==> src/hw/led_grad_regs.svh <==
// register offsets, field positions, reset values and timing counts
`ifndef LED_GRAD_REGS_SVH
`define LED_GRAD_REGS_SVH

`define AXI_RESP_OKAY 2'b00
`define AXI_RESP_SLVERR 2'b10

`define REG_CTRL 8'h00
`define REG_PERIOD 8'h04
`define REG_STATUS 8'h08
`define REG_INT_STATUS 8'h0c
`define REG_INT_MASK 8'h10

`define CTRL_RUN_BIT 0
`define CTRL_SLEEP_BIT 1
`define CTRL_SRC_BIT 2
`define CTRL_SIDE_BIT 3
`define CTRL_LOOP_BIT 4
`define CTRL_RESET 5'h00
`define PERIOD_RESET 8'h00
`define PERIOD_UNIT_LSB 6
`define PERIOD_COUNT_MSB 5

`define EV_LOST_BIT 0
`define EV_BACK_BIT 1
`define EV_DONE_BIT 2
`define EV_RESET 3'h0

`define LAST_GRID 6'h3f
`define STEP_UNITS_DEFAULT {16'h03e8, 16'h01f4, 16'h0064, 16'h0032}

`define AXI_CLK_PERIOD_NS 4
`define EXT_CLK_NOMINAL_MHZ 20
`define EXT_CLK_TOL_PCT 15
`define MEAS_WINDOW_NS 1000
`define MEAS_WINDOW_CYC (`MEAS_WINDOW_NS / `AXI_CLK_PERIOD_NS)
`define EDGES_NOMINAL (`EXT_CLK_NOMINAL_MHZ * `MEAS_WINDOW_NS / 1000)
`define EDGES_MIN (`EDGES_NOMINAL * (100 - `EXT_CLK_TOL_PCT) / 100)
`define EDGES_MAX (`EDGES_NOMINAL * (100 + `EXT_CLK_TOL_PCT) / 100)

`endif

==> src/hw/led_grad_pkg.sv <==
// types shared by the gradation control block
package led_grad_pkg;

    typedef enum logic [1:0] {
        MODE_HIZ = 2'b00,
        MODE_GRID0 = 2'b01,
        MODE_RUN = 2'b10,
        MODE_HOLD = 2'b11
    } grad_mode_t;

    typedef struct packed {
        logic tick;
        logic present;
    } ext_clk_status_t;

    typedef struct packed {
        logic [1:0] sync;
        logic last;
        logic tick;
        logic [7:0] win;
        logic [7:0] edges;
        logic present;
    } mon_state_t;

    typedef struct packed {
        grad_mode_t mode;
        logic [5:0] grid;
        logic [5:0] rep;
        logic [15:0] pre;
        logic [4:0] ctrl;
        logic [7:0] period;
        logic [2:0] ists;
        logic [2:0] imask;
        logic prs_d;
        logic aw_h;
        logic [7:0] aw_a;
        logic w_h;
        logic [31:0] w_d;
        logic [3:0] w_s;
        logic bvalid;
        logic [1:0] bresp;
        logic rvalid;
        logic [31:0] rdata;
        logic [1:0] rresp;
    } core_state_t;

endpackage

==> src/hw/ext_clock_monitor.sv <==
// external gradation clock selection, edge detection and frequency check
`timescale 1ns/100ps
`default_nettype none
`include "led_grad_regs.svh"

module ext_clock_monitor (
    input wire logic aclk,
    input wire logic aresetn,
    input wire logic resonator_clk,
    input wire logic ext_clock_input,
    input wire logic source_select,
    output led_grad_pkg::ext_clk_status_t status
);
    import led_grad_pkg::*;

    localparam logic [7:0] WIN_LAST = 8'(`MEAS_WINDOW_CYC - 1);
    localparam logic [7:0] EDGE_MIN = 8'(`EDGES_MIN);
    localparam logic [7:0] EDGE_MAX = 8'(`EDGES_MAX);

    mon_state_t st;
    mon_state_t nx;
    logic rise;
    logic win_end;
    logic in_range;

    always_comb begin
        nx = st;
        // resonator pins or forced clock feed the synchroniser
        nx.sync = {st.sync[0], source_select ? ext_clock_input
                                             : resonator_clk};
        nx.last = st.sync[1];
        rise = st.sync[1] & ~st.last;
        nx.tick = rise;
        win_end = (st.win == WIN_LAST);
        in_range = (st.edges >= EDGE_MIN) && (st.edges <= EDGE_MAX);
        nx.win = win_end ? 8'h00 : st.win + 8'h01;
        if (win_end) begin
            nx.edges = {7'h00, rise};
            nx.present = in_range;
        end else if (rise && st.edges != 8'hff) begin
            nx.edges = st.edges + 8'h01;
        end
    end

    always_ff @(posedge aclk) begin
        if (!aresetn) begin
            st <= '0;
        end else begin
            st <= nx;
        end
    end

    assign status.tick = st.tick;
    assign status.present = st.present;
endmodule
`default_nettype wire

==> src/hw/led_grad_ctrl.sv <==
// gradation output control with AXI4-Lite registers and clock supervision
// Functional notes
// - aclk runs control; external clock times steps
// - control bit picks resonator or forced clock
// - present flag clears beyond fifteen percent deviation
// - present flag is informational; gradation continues
// - no external clock holds current grid
// - start when output enable low and run
// - output enable high forces high impedance
// - sleep hiz osc off; idle grid0; run
// - side bit selects register side for writes
// - step duration from unit and count fields
`timescale 1ns/100ps
`default_nettype none
`include "led_grad_regs.svh"

module led_grad_ctrl #(
    parameter logic [63:0] STEP_UNITS = `STEP_UNITS_DEFAULT
) (
    input wire logic aclk,
    input wire logic aresetn,
    input wire logic [7:0] s_axi_awaddr,
    input wire logic s_axi_awvalid,
    output logic s_axi_awready,
    input wire logic [31:0] s_axi_wdata,
    input wire logic [3:0] s_axi_wstrb,
    input wire logic s_axi_wvalid,
    output logic s_axi_wready,
    output logic [1:0] s_axi_bresp,
    output logic s_axi_bvalid,
    input wire logic s_axi_bready,
    input wire logic [7:0] s_axi_araddr,
    input wire logic s_axi_arvalid,
    output logic s_axi_arready,
    output logic [31:0] s_axi_rdata,
    output logic [1:0] s_axi_rresp,
    output logic s_axi_rvalid,
    input wire logic s_axi_rready,
    input wire logic oe_n,
    input wire logic resonator_clk,
    input wire logic ext_clock_input,
    output logic led_hiz,
    output logic osc_enable,
    output logic [5:0] grid_index,
    output logic gradation_active,
    output logic write_side,
    output logic irq
);
    import led_grad_pkg::*;

    core_state_t st;
    core_state_t nx;
    ext_clk_status_t ext;
    logic [15:0] unit_len;
    logic [5:0] step_count;
    logic hiz_req;
    logic run_req;
    logic wr_fire;
    logic wr_hit;
    logic [7:0] wr_addr;
    logic [7:0] rd_addr;
    logic [2:0] ev;
    logic [2:0] clr;

    ext_clock_monitor u_mon (
        .aclk(aclk),
        .aresetn(aresetn),
        .resonator_clk(resonator_clk),
        .ext_clock_input(ext_clock_input),
        .source_select(st.ctrl[`CTRL_SRC_BIT]),
        .status(ext)
    );

    assign s_axi_awready = !st.aw_h;
    assign s_axi_wready = !st.w_h;
    assign s_axi_bvalid = st.bvalid;
    assign s_axi_bresp = st.bresp;
    assign s_axi_arready = !st.rvalid;
    assign s_axi_rvalid = st.rvalid;
    assign s_axi_rdata = st.rdata;
    assign s_axi_rresp = st.rresp;

    always_comb begin
        nx = st;
        ev = 3'h0;
        clr = 3'h0;
        unit_len = STEP_UNITS[{st.period[7:6], 4'h0} +: 16];
        step_count = st.period[`PERIOD_COUNT_MSB:0];
        // hiz whenever enable is high or sleep is set
        hiz_req = oe_n || st.ctrl[`CTRL_SLEEP_BIT];
        run_req = st.ctrl[`CTRL_RUN_BIT];
        wr_addr = {st.aw_a[7:2], 2'b00};
        rd_addr = {s_axi_araddr[7:2], 2'b00};
        wr_fire = st.aw_h && st.w_h && !st.bvalid;
        wr_hit = 1'b0;

        // write channel: address and data taken in either order
        if (s_axi_awvalid && !st.aw_h) begin
            nx.aw_h = 1'b1;
            nx.aw_a = s_axi_awaddr;
        end
        if (s_axi_wvalid && !st.w_h) begin
            nx.w_h = 1'b1;
            nx.w_d = s_axi_wdata;
            nx.w_s = s_axi_wstrb;
        end
        if (st.bvalid && s_axi_bready) begin
            nx.bvalid = 1'b0;
        end
        if (wr_fire) begin
            nx.aw_h = 1'b0;
            nx.w_h = 1'b0;
            nx.bvalid = 1'b1;
            unique case (wr_addr)
                `REG_CTRL: begin
                    wr_hit = 1'b1;
                    // side bit steers later grid and channel writes
                    if (st.w_s[0]) begin
                        nx.ctrl = st.w_d[4:0];
                    end
                end
                `REG_PERIOD: begin
                    wr_hit = 1'b1;
                    if (st.w_s[0]) begin
                        nx.period = st.w_d[7:0];
                    end
                end
                `REG_STATUS: begin
                    wr_hit = 1'b1;
                end
                `REG_INT_STATUS: begin
                    wr_hit = 1'b1;
                    if (st.w_s[0]) begin
                        clr = st.w_d[2:0];
                    end
                end
                `REG_INT_MASK: begin
                    wr_hit = 1'b1;
                    if (st.w_s[0]) begin
                        nx.imask = st.w_d[2:0];
                    end
                end
                default: begin
                    wr_hit = 1'b0;
                end
            endcase
            nx.bresp = wr_hit ? `AXI_RESP_OKAY : `AXI_RESP_SLVERR;
        end

        // read channel
        if (st.rvalid && s_axi_rready) begin
            nx.rvalid = 1'b0;
        end
        if (s_axi_arvalid && !st.rvalid) begin
            nx.rvalid = 1'b1;
            nx.rresp = `AXI_RESP_OKAY;
            unique case (rd_addr)
                `REG_CTRL: begin
                    nx.rdata = {27'h0000000, st.ctrl};
                end
                `REG_PERIOD: begin
                    nx.rdata = {24'h000000, st.period};
                end
                `REG_STATUS: begin
                    // flag already resynchronised to aclk
                    nx.rdata = {18'h00000, st.grid, 5'h00, st.mode,
                                ext.present};
                end
                `REG_INT_STATUS: begin
                    nx.rdata = {29'h00000000, st.ists};
                end
                `REG_INT_MASK: begin
                    nx.rdata = {29'h00000000, st.imask};
                end
                default: begin
                    nx.rdata = 32'h00000000;
                    nx.rresp = `AXI_RESP_SLVERR;
                end
            endcase
        end

        // output mode sequencing
        if (hiz_req) begin
            nx.mode = MODE_HIZ;
            nx.grid = 6'h00;
            nx.rep = 6'h00;
            nx.pre = 16'h0000;
        end else if (!run_req) begin
            nx.mode = MODE_GRID0;
            nx.grid = 6'h00;
            nx.rep = 6'h00;
            nx.pre = 16'h0000;
        end else begin
            unique case (st.mode)
                MODE_HIZ, MODE_GRID0: begin
                    // start once both enable low and run set
                    nx.mode = MODE_RUN;
                    nx.grid = 6'h00;
                    nx.rep = 6'h00;
                    nx.pre = 16'h0000;
                end
                MODE_RUN: begin
                    // steps advance only on external clock edges
                    if (ext.tick) begin
                        if (st.pre >= unit_len - 16'h0001) begin
                            nx.pre = 16'h0000;
                            if (st.rep == step_count) begin
                                nx.rep = 6'h00;
                                if (st.grid == `LAST_GRID) begin
                                    ev[`EV_DONE_BIT] = 1'b1;
                                    if (st.ctrl[`CTRL_LOOP_BIT]) begin
                                        nx.grid = 6'h00;
                                    end else begin
                                        nx.mode = MODE_HOLD;
                                    end
                                end else begin
                                    nx.grid = st.grid + 6'h01;
                                end
                            end else begin
                                nx.rep = st.rep + 6'h01;
                            end
                        end else begin
                            nx.pre = st.pre + 16'h0001;
                        end
                    end
                end
                MODE_HOLD: begin
                    nx.mode = MODE_HOLD;
                end
            endcase
        end

        // interrupt events; a new event beats a same-cycle clear
        nx.prs_d = ext.present;
        ev[`EV_LOST_BIT] = st.prs_d && !ext.present;
        ev[`EV_BACK_BIT] = !st.prs_d && ext.present;
        nx.ists = (st.ists & ~clr) | ev;
    end

    always_ff @(posedge aclk) begin
        if (!aresetn) begin
            st <= '0;
            st.ctrl <= `CTRL_RESET;
            st.period <= `PERIOD_RESET;
            st.ists <= `EV_RESET;
            st.imask <= `EV_RESET;
        end else begin
            st <= nx;
        end
    end

    assign led_hiz = (st.mode == MODE_HIZ);
    assign osc_enable = !st.ctrl[`CTRL_SLEEP_BIT];
    assign grid_index = st.grid;
    assign gradation_active = (st.mode == MODE_RUN);
    assign write_side = st.ctrl[`CTRL_SIDE_BIT];
    assign irq = |(st.ists & st.imask);
endmodule
`default_nettype wire

==> config.mk <==
export PLATFORM = sky130hd
export DESIGN_NAME = led_grad_ctrl
export DESIGN_NICKNAME = d
export VERILOG_FILES = /design/src/hw/led_grad_pkg.sv /design/src/hw/ext_clock_monitor.sv /design/src/hw/led_grad_ctrl.sv
export VERILOG_INCLUDE_DIRS = /design/src /design/src/hw
export SDC_FILE = /design/constraint.sdc
export NUM_CORES = 1
export LEC_CHECK = 0
export BUFFER_PORTS_ARGS = -buffer_cell sky130_fd_sc_hd__clkbuf_2
export CORE_MARGIN = 1
export CORE_UTILIZATION = 55
export CTS_CLUSTER_SIZE = 8
export DETAILED_ROUTE_END_ITERATION = 6
export PLACE_DENSITY = 0.8
export SYNTH_ARGS = -nofsm -noshare
export SYNTH_HDL_FRONTEND = slang
export SYNTH_SLANG_ARGS = --single-unit
==> constraint.sdc <==
create_clock -name aclk -period 2.75 [get_ports aclk]
set_clock_uncertainty 0.15 [all_clocks]
set_input_delay 0 -clock aclk [delete_from_list [all_inputs] [get_ports aclk]]
set_output_delay 0 -clock aclk [all_outputs]
set_load 0.02 [all_outputs]
* Yosys cells after proc, flatten, opt, wreduce, memory -nomap -nowiden *
Index checks and enable logic that the tools add are counted.
Widths: inputs -> output; s select.

word-level totals
  register bits = 128

cells by class
  shifts and indexed selects = 1
  reductions and logical operators = 42
  bitwise gates (word level) = 8
  equality and inequality tests = 26
  multiplexer cells = 34
  order comparisons = 3
  $add $sub $neg = 6

operators with widths
  cell                      count
  $pmux 14 s5               1
  $shiftx 64x7->16 const A  1
  $pmux 28 s2               1
  $mux 35                   1
  $mux 30                   1
  $mux 29                   1
  $eq 6x2->1 const B        4
  $mux 6                    3
  $add 16x1->16 const B     1
  $add 8x1->8 const B       2
  $ge 16x16->1              1
  $mux 16                   1
  $sub 16x1->16 const B     1
  $reduce_and 5->1          3
  $mux 1                    14
  $mux 14                   1
  $add 6x1->6 const B       2
  $eq 6x1->1 const B        2
  $eq 6x3->1 const B        2
  $logic_not 6->1           2
  $mux 3                    4
  $ne 3x2->1 const B        4
  $reduce_and 3->1          4
  $logic_and 1x1->1         11
  other kinds (27)          52

* Longest topological paths before layout *
Gate-level depths: netlist of run 1.

  word-level depth = 9
  mapped depth = 8

* Cells and area by module *
A second synthesis of run 1 with hierarchy kept.

unflattened totals
  cells, all modules = 599
  area, all modules = 5536.6 µm²

by module, submodules not included
  module             cells an instance  sequential area each (µm²)  area an instance (µm²)  instances
  led_grad_ctrl      487                1701.6                      4491.8                  1
  ext_clock_monitor  112                420.4                       1044.8                  1

* Least setup slack after synthesis of run 1 *
Ideal clock, no wire load.

  path type = reg2reg
  from = register st[98] (netlist bit)
  to = register st[132] (netlist bit)
  period minus slack after synthesis = 2.096 ns
  required time = 2.484 ns
  buffers on the path = 0
  data arrival time = 1.830 ns
  cell stages (with the launch flop) = 8
  library setup time = 0.116 ns
  path slack = 0.654 ns
  cell sequence = dfxtp_1 > nand2_1 > ha_1 > a211oi_1 > a21oi_1 > o21ai_1 > a21oi_1 > a41o_1

on the way
  cells in the longest elaborated chain, start to end = 5

ends and longest elaborated chain
  item                               RTL line              source
  start: declaration                 led_grad_ctrl.sv:51   core_state_t st;
  start signal: assignment           led_grad_ctrl.sv:248  st <= nx;
  $shiftx 64x7->16                   led_grad_ctrl.sv:87   unit_len = STEP_UNITS[{st.period[7:6], 4'h0} +: 16];
  $sub 16x1->16                      led_grad_ctrl.sv:205  if (st.pre >= unit_len - 16'h0001) begin
  $ge 16x16->1                       led_grad_ctrl.sv:205
  $ne 3x2->1 (no source line)        n/a
  $reduce_and 5->1 (no source line)  n/a

Every way passes these cells.
A chain may end at the register's enable or synchronous reset.

* Final worst setup path of run 1 *
  from = register st[97] (netlist bit)
  to = register st[132] (netlist bit)

The elaborated chain is that of the path after synthesis.

==> results.toml, run 1 <==
[cts]
numCtsBuffers = 9
clk_pin_slew_worst_paths_ps = 100
clockBufferDepth = 2
cts_setup_buffers = 0
clk_latency_ps = 380
cts_root_buf = "clkbuf_8"
cts_tree = "yes"
h-tree-depth = 3
cts.sinks = 106

[logic_synthesis]
synth_top_area_frac = 0.3848
synth_top_cell_by_area = "dfxtp_1"
seq_area_frac_synth = 0.3848
synth_edf_count = 0
synth.most_common_cell = "dfxtp_1"
synth_flop_cell = "dfxtp_1"
synth_common_cells = "dfxtp_1 (106), nand2_1 (57), nor2_1 (50), buf_4 (43), nor2b_1 (43)"
synth_area_leaders = "dfxtp_1 (38%), buf_4 (5.9%), mux2i_1 (5.6%)"
ys_ff_latch = 106
yosysWarnings = 0
avgSynthCellArea_um2 = 9.101
post_synth_inst_count = 606
yosysUniqueCellTypes = 69
ys_async_sr_fraction = 0
syn_area_um2 = 5515

[timing]
slew_headroom = 0.5287
period_minus_slack_ps = 2513
tightest_slew_ps = 705.2
rsz0062_at_grt = "false"
tns_ps = 0
max_clock_freq_mhz = 397.9
min_period_over_period = 0.9140
final-hold-violation-count = 0
setup_viol = 0
drv_slew = 0

[final_layout]
fill_cells = 809
finalNonFillerCells = 821
multi_input_area_um2 = 3009
nets = 766
diodes = 0
drive_gt1_frac = 0.1468
seqCellArea_um2 = 2122
area_growth_syn_to_layout_pct = 13.77

[routing]
first_iter_violations = 231
drt-total-wl_mm = 11.86
route.detailed.drc = 0
wire_per_inst_um = 14.45
ant_nets = 0
vias = 4438
viasPerCell = 5.406
first_pass_iters = 5

[place]
dp_hpwl_mm = 8.241
io_buffers = 62
dp_cells = 767
routabilityCongestion = 0.8511

[setup_path]
crit_chain = "nand2_1 > ha_1 > a211oi_1 > a21oi_1 > o21ai_1 > a21oi_1 > a41o_1"
cp_top_family = "compound AO/OA/AOI/OAI gates"
max_stage_delay_ps = 540
worst-path-buf-inv = 0
path_common_cell = "a21oi_1"
crit_path_start_kind = "flip-flop"
arrival_ps = 2650
worst-path-stages = 7
end_kind = "flip-flop"
cp_max_fo = 6
slowest_stage = "o21ai_1"
worstRegToRegCells = 7
crit_required_ps = 2880
path_class = "flip-flop to flip-flop"

[global_route]
grt-ovfl-total = 0
grt_pass1_vias = 4275
grt_pass1_wl_mm = 19.71
grt_usage = 0.2415
grt_start_max_net_pins = 62
antenna_found_initial = 0

[power]
p_leak_nw = 2.408
powerDensity_nw_per_um2 = 437.5
peakVddDrop_uv = 533.1

[die]
design.core.area_um2 = 9729
die_area_um2 = 10430
ios = 114
start_util = 0.5669
row_count = 36
die_y_um = 102.1
die_x_um = 102.1

[run_status]
status = "finished, final reports clean"

[job]
drv_cap = 0

[worst_hold_path]
hold_path_depth = 5
min_path_type = "input pin to flip-flop"
## routing by layer
metal | track usage | part of all wire
met5 | 0 | 0
met2 | 0.4476 | 0.52
met3 | 0.04583 | 0.037
met4 | 0.08571 | 0.022
met1 | 0.2752 | 0.42
## sequential cells by signal (all words and copies together), names as in the netlist
| name | count |
|---|---|
| st | 59 |
| u_mon.st | 17 |
| s_axi_rdata | 14 |
| grid_index | 6 |
| u_mon.nx | 2 |
| u_mon.status | 2 |
| run_req | 1 |
| s_axi_bresp | 1 |
| s_axi_bvalid | 1 |
| s_axi_rresp | 1 |
| s_axi_rvalid | 1 |
| write_side | 1 |
## logic make-up after synthesis
kind of cell / share of synthesized area
AND/OR/NAND/NOR: 0.2359
flip-flops: 0.3848
AO/OA/AOI/OAI: 0.1284
buffers and inverters: 0.08711
multiplexers: 0.06239
XOR/XNOR: 0.05241
adder cells (fa/ha/maj): 0.04764
other: 0.001362
## worst paths after layout
check	from	to	slack, ps
worst max register to register	st[97]$_SDFFE_PN0P_	st[132]$_SDFFE_PP0P_	240
worst max-delay path	st[97]$_SDFFE_PN0P_	st[132]$_SDFFE_PP0P_	240
worst min register to register	u_mon.nx[20]$_SDFF_PN0_	u_mon.nx[18]$_SDFF_PN0_	300
worst min-delay path	s_axi_araddr[5]	s_axi_rdata[6]$_SDFFE_PN0P_	10
## worst reg2reg max path, cell delays in order, from the launching register on
cell and delay, ps:
dfxtp_1 450, nand2_1 140, ha_1 320, a211oi_1 230
a21oi_1 150, o21ai_1 540, a21oi_1 180, a41o_1 270
## per-stage QoR
step | setup slack (ps) | utilization | hold slack [ps] | cell area [um^2] | power (mW)
finish | 236.5 | 0.6449 | 13.26 | 6275 | 2.745
global route | 16.00 | 0.6449 | 22.88 | 6275 | 2.842
CTS | 271.7 | 0.6449 | 0.1311 | 6275 | 2.756
detailed placement | 290.0 | 0.5868 | 92.03 | 5709 | 1.819
global placement | 419.0 | 0.5868 | 84.91 | 5709 | 1.810
floorplan | 653.6 | - | -34.18 | 5605 | 1.783
## area by class of cell
type / instances / area share
inverter: 19 / 0.01137
timing repair buffer: 104 / 0.1149
clock inverter: 7 / 0.009771
multi-input combinational: 443 / 0.4796
tap: 133 / 0.02652
sequential: 106 / 0.3382
clock buffer: 9 / 0.01974
## what timing repair did
item                                   CTS  global route
gates resized for setup                  0             0
endpoints found under the hold margin   27             0
hold buffers                            38             0
## cell usage in the layout, fill, tap and decap left out, drive strengths merged, types with 5 or more instances in the layout
cell and count:
xnor2 12, xor2 21, o21ai 15, dfxtp 106, mux2i 31, nor3 5, inv 22, dlygate4sd3 38
a21boi 13, and2 7, nor2 50, nor2b 43, ha 21, nor4 6, nand2 57, a22oi 7
conb 26, a2111oi 6, nand4 13, clkbuf 71, nand2b 5, and3 6, a21oi 21, nand3 27
## where the power goes
group | internal (mW) | switching (mW)
sequential | 1.56 | 0.0311
clock | 0.345 | 0.567
combinational | 0.108 | 0.132
total | 2.01 | 0.730
(Power assumes the default switching activity.)
==> run 2: changes to the inputs <==
- CELL_PAD_IN_SITES_DETAIL_PLACEMENT: default -> 1
- CELL_PAD_IN_SITES_GLOBAL_PLACEMENT: default -> 1
- CORE_UTILIZATION: 55 -> 41
- PLACE_DENSITY: 0.8 -> default
- PLACE_DENSITY_LB_ADDON: default -> 0.1
==> run 2 against run 1 <==
  * Die area grew 33%
  * Sequential cell count is the same
  * Clock-buffer cell count grew 1
  * First-iteration DRC count shrank 23%
  * Critical endpoint unchanged
  * Largest power group unchanged
==> results.toml, run 2 (same netlist as run 1, synthesis figures left out) <==
[die]
design.core.area_um2 = 13190
die_y_um = 118.0
die_x_um = 118.0
ios = 114
row_count = 42
start_util = 0.4181
die_area_um2 = 13920

[setup_path]
crit_chain = "nand2_1 > ha_1 > a211oi_1 > a21oi_1 > o21ai_1 > a21oi_1 > a41o_1"
crit_required_ps = 2850
worst-path-buf-inv = 0
crit_path_start_kind = "flip-flop"
cp_max_fo = 6
end_kind = "flip-flop"
cp_top_family = "compound AO/OA/AOI/OAI gates"
path_common_cell = "a21oi_1"
arrival_ps = 2610
max_stage_delay_ps = 520
slowest_stage = "o21ai_1"
path_class = "flip-flop to flip-flop"

[final_layout]
diodes = 0
seqCellArea_um2 = 2122
fin_util = 0.4834
final_common_cell = "dfxtp_1"
largest_reg_flops = 59
multi_input_area_um2 = 3009
top_register = "st"
area_growth_syn_to_layout_pct = 15.61
fin_area_um2 = 6376
nets = 758
drive_gt1_frac = 0.1544
fill_cells = 1577
mostFrequentLayoutCells = "dfxtp_1 (106), clkbuf_2 (62), nand2_1 (57)"

[place]
dp_hpwl_mm = 9.867
placed_area_um2 = 5801
io_buffers = 62
routabilityCongestion = 0.7837

[routing]
drt-total-wl_mm = 13.10
first_pass_iters = 4
ant_nets = 0
wire_per_inst_um = 15.30
vias = 4381
route.detailed.drc = 0
viasPerCell = 5.118
first_iter_violations = 177

[timing]
period_minus_slack_ps = 2505
slew_headroom = 0.4657
max_clock_freq_mhz = 399.2
tns_ps = 0
fin_hold_ws_ps = 45.66
tightest_slew_ps = 794.1
rsz0062_at_grt = "false"
drv_slew = 0
setup_viol = 0
min_period_over_period = 0.9110
final-hold-violation-count = 0

[power]
combinationalPowerShare = 0.070
p_sw_frac = 0.2359
total_power_mw = 3.235
p_leak_nw = 2.446
p_switching_mw = 0.7631
p_int_mw = 2.472
peakVddDrop_uv = 358.2
powerDensity_nw_per_um2 = 507.4
p_seq_frac = 0.492
clkPwrFrac = 0.438

[global_route]
grt_pass1_vias = 4556
antenna_found_initial = 0
grt-ovfl-total = 0
grt_pass1_wl_mm = 21.99
grt_usage = 0.1978
grt_start_max_net_pins = 62

[cts]
clk_pin_slew_worst_paths_ps = 70
cts_root_buf = "clkbuf_16"
clockBufferDepth = 2
ctsResizeCount = 0
cts_setup_buffers = 0
h-tree-depth = 3
cts_tree = "yes"
cts.sinks = 106
numCtsBuffers = 9
clk_latency_ps = 360

[job]
drv_cap = 0

[worst_hold_path]
min_path_type = "input pin to flip-flop"

[run_status]
status = "finished, final reports clean"
-- run 2: cell types whose count changed in the layout (fill, tap and decap cells not counted), sizes merged --
cell         before  now
bufinv            0    2
dlygate4sd3      38   25
buf               4    9
clkinv            2    0
clkinvlp          2    1
clkbuf           71   72
-- run 2: stage by stage --
stage / worst slack [ps] / std cells
final: 244.8 / 856
after global routing: 18.42 / 856
after CTS: 217.3 / 856
after detailed placement: 223.8 / 815
after global placement: 347.3 / 815
after floorplan: 653.6 / 630
-- run 2: cell type report --
class | instances | area share
Clock inverter | 6 | 0.01511
Multi-Input combinational cell | 443 | 0.4719
Inverter | 19 | 0.01119
Clock buffer | 10 | 0.03591
Timing Repair Buffer | 96 | 0.09851
Sequential cell | 106 | 0.3328
Tap cell | 176 | 0.03454
-- run 2: routing by layer --
layer  global-route usage  routed length (um)
met1               0.2290                5655
met2               0.3529                6843
met3              0.04409                 380
met4              0.07452                 216
met5                    0                   0
-- run 2: worst reg2reg max path, stage by stage (launching register included) --
cell and delay [ps]:
dfxtp_1 440, nand2_1 130, ha_1 310, a211oi_1 230, a21oi_1 150, o21ai_1 520
a21oi_1 200, a41o_1 270
-- run 2: path summary, 6_finish.rpt --
check / from / end / slack (ps) / depth (start not counted)
max: st[97]$_SDFFE_PN0P_ / st[132]$_SDFFE_PP0P_ / 240 / 7
min: s_axi_araddr[6] / s_axi_rdata[5]$_SDFFE_PN0P_ / 50 / 5
min reg2reg: u_mon.nx[20]$_SDFF_PN0_ / u_mon.nx[18]$_SDFF_PN0_ / 290 / 1
max reg2reg: st[97]$_SDFFE_PN0P_ / st[132]$_SDFFE_PP0P_ / 240 / 7
-- run 2: power groups by stage --
stage	clock (mW)	sequential (mW)	combinational, mW
after floorplan	0	1.62	0.163
after global placement	0	1.63	0.193
after detailed placement	0	1.63	0.201
after CTS	1.47	1.59	0.230
after global routing	1.52	1.60	0.252
final	1.42	1.59	0.228
-- run 2: what timing repair did --
action | 4_1_cts | 5_1_grt
hold buffers | 25 | 0
endpoints found under the setup margin | 0 | 0
hold endpoints to repair | 27 | 0
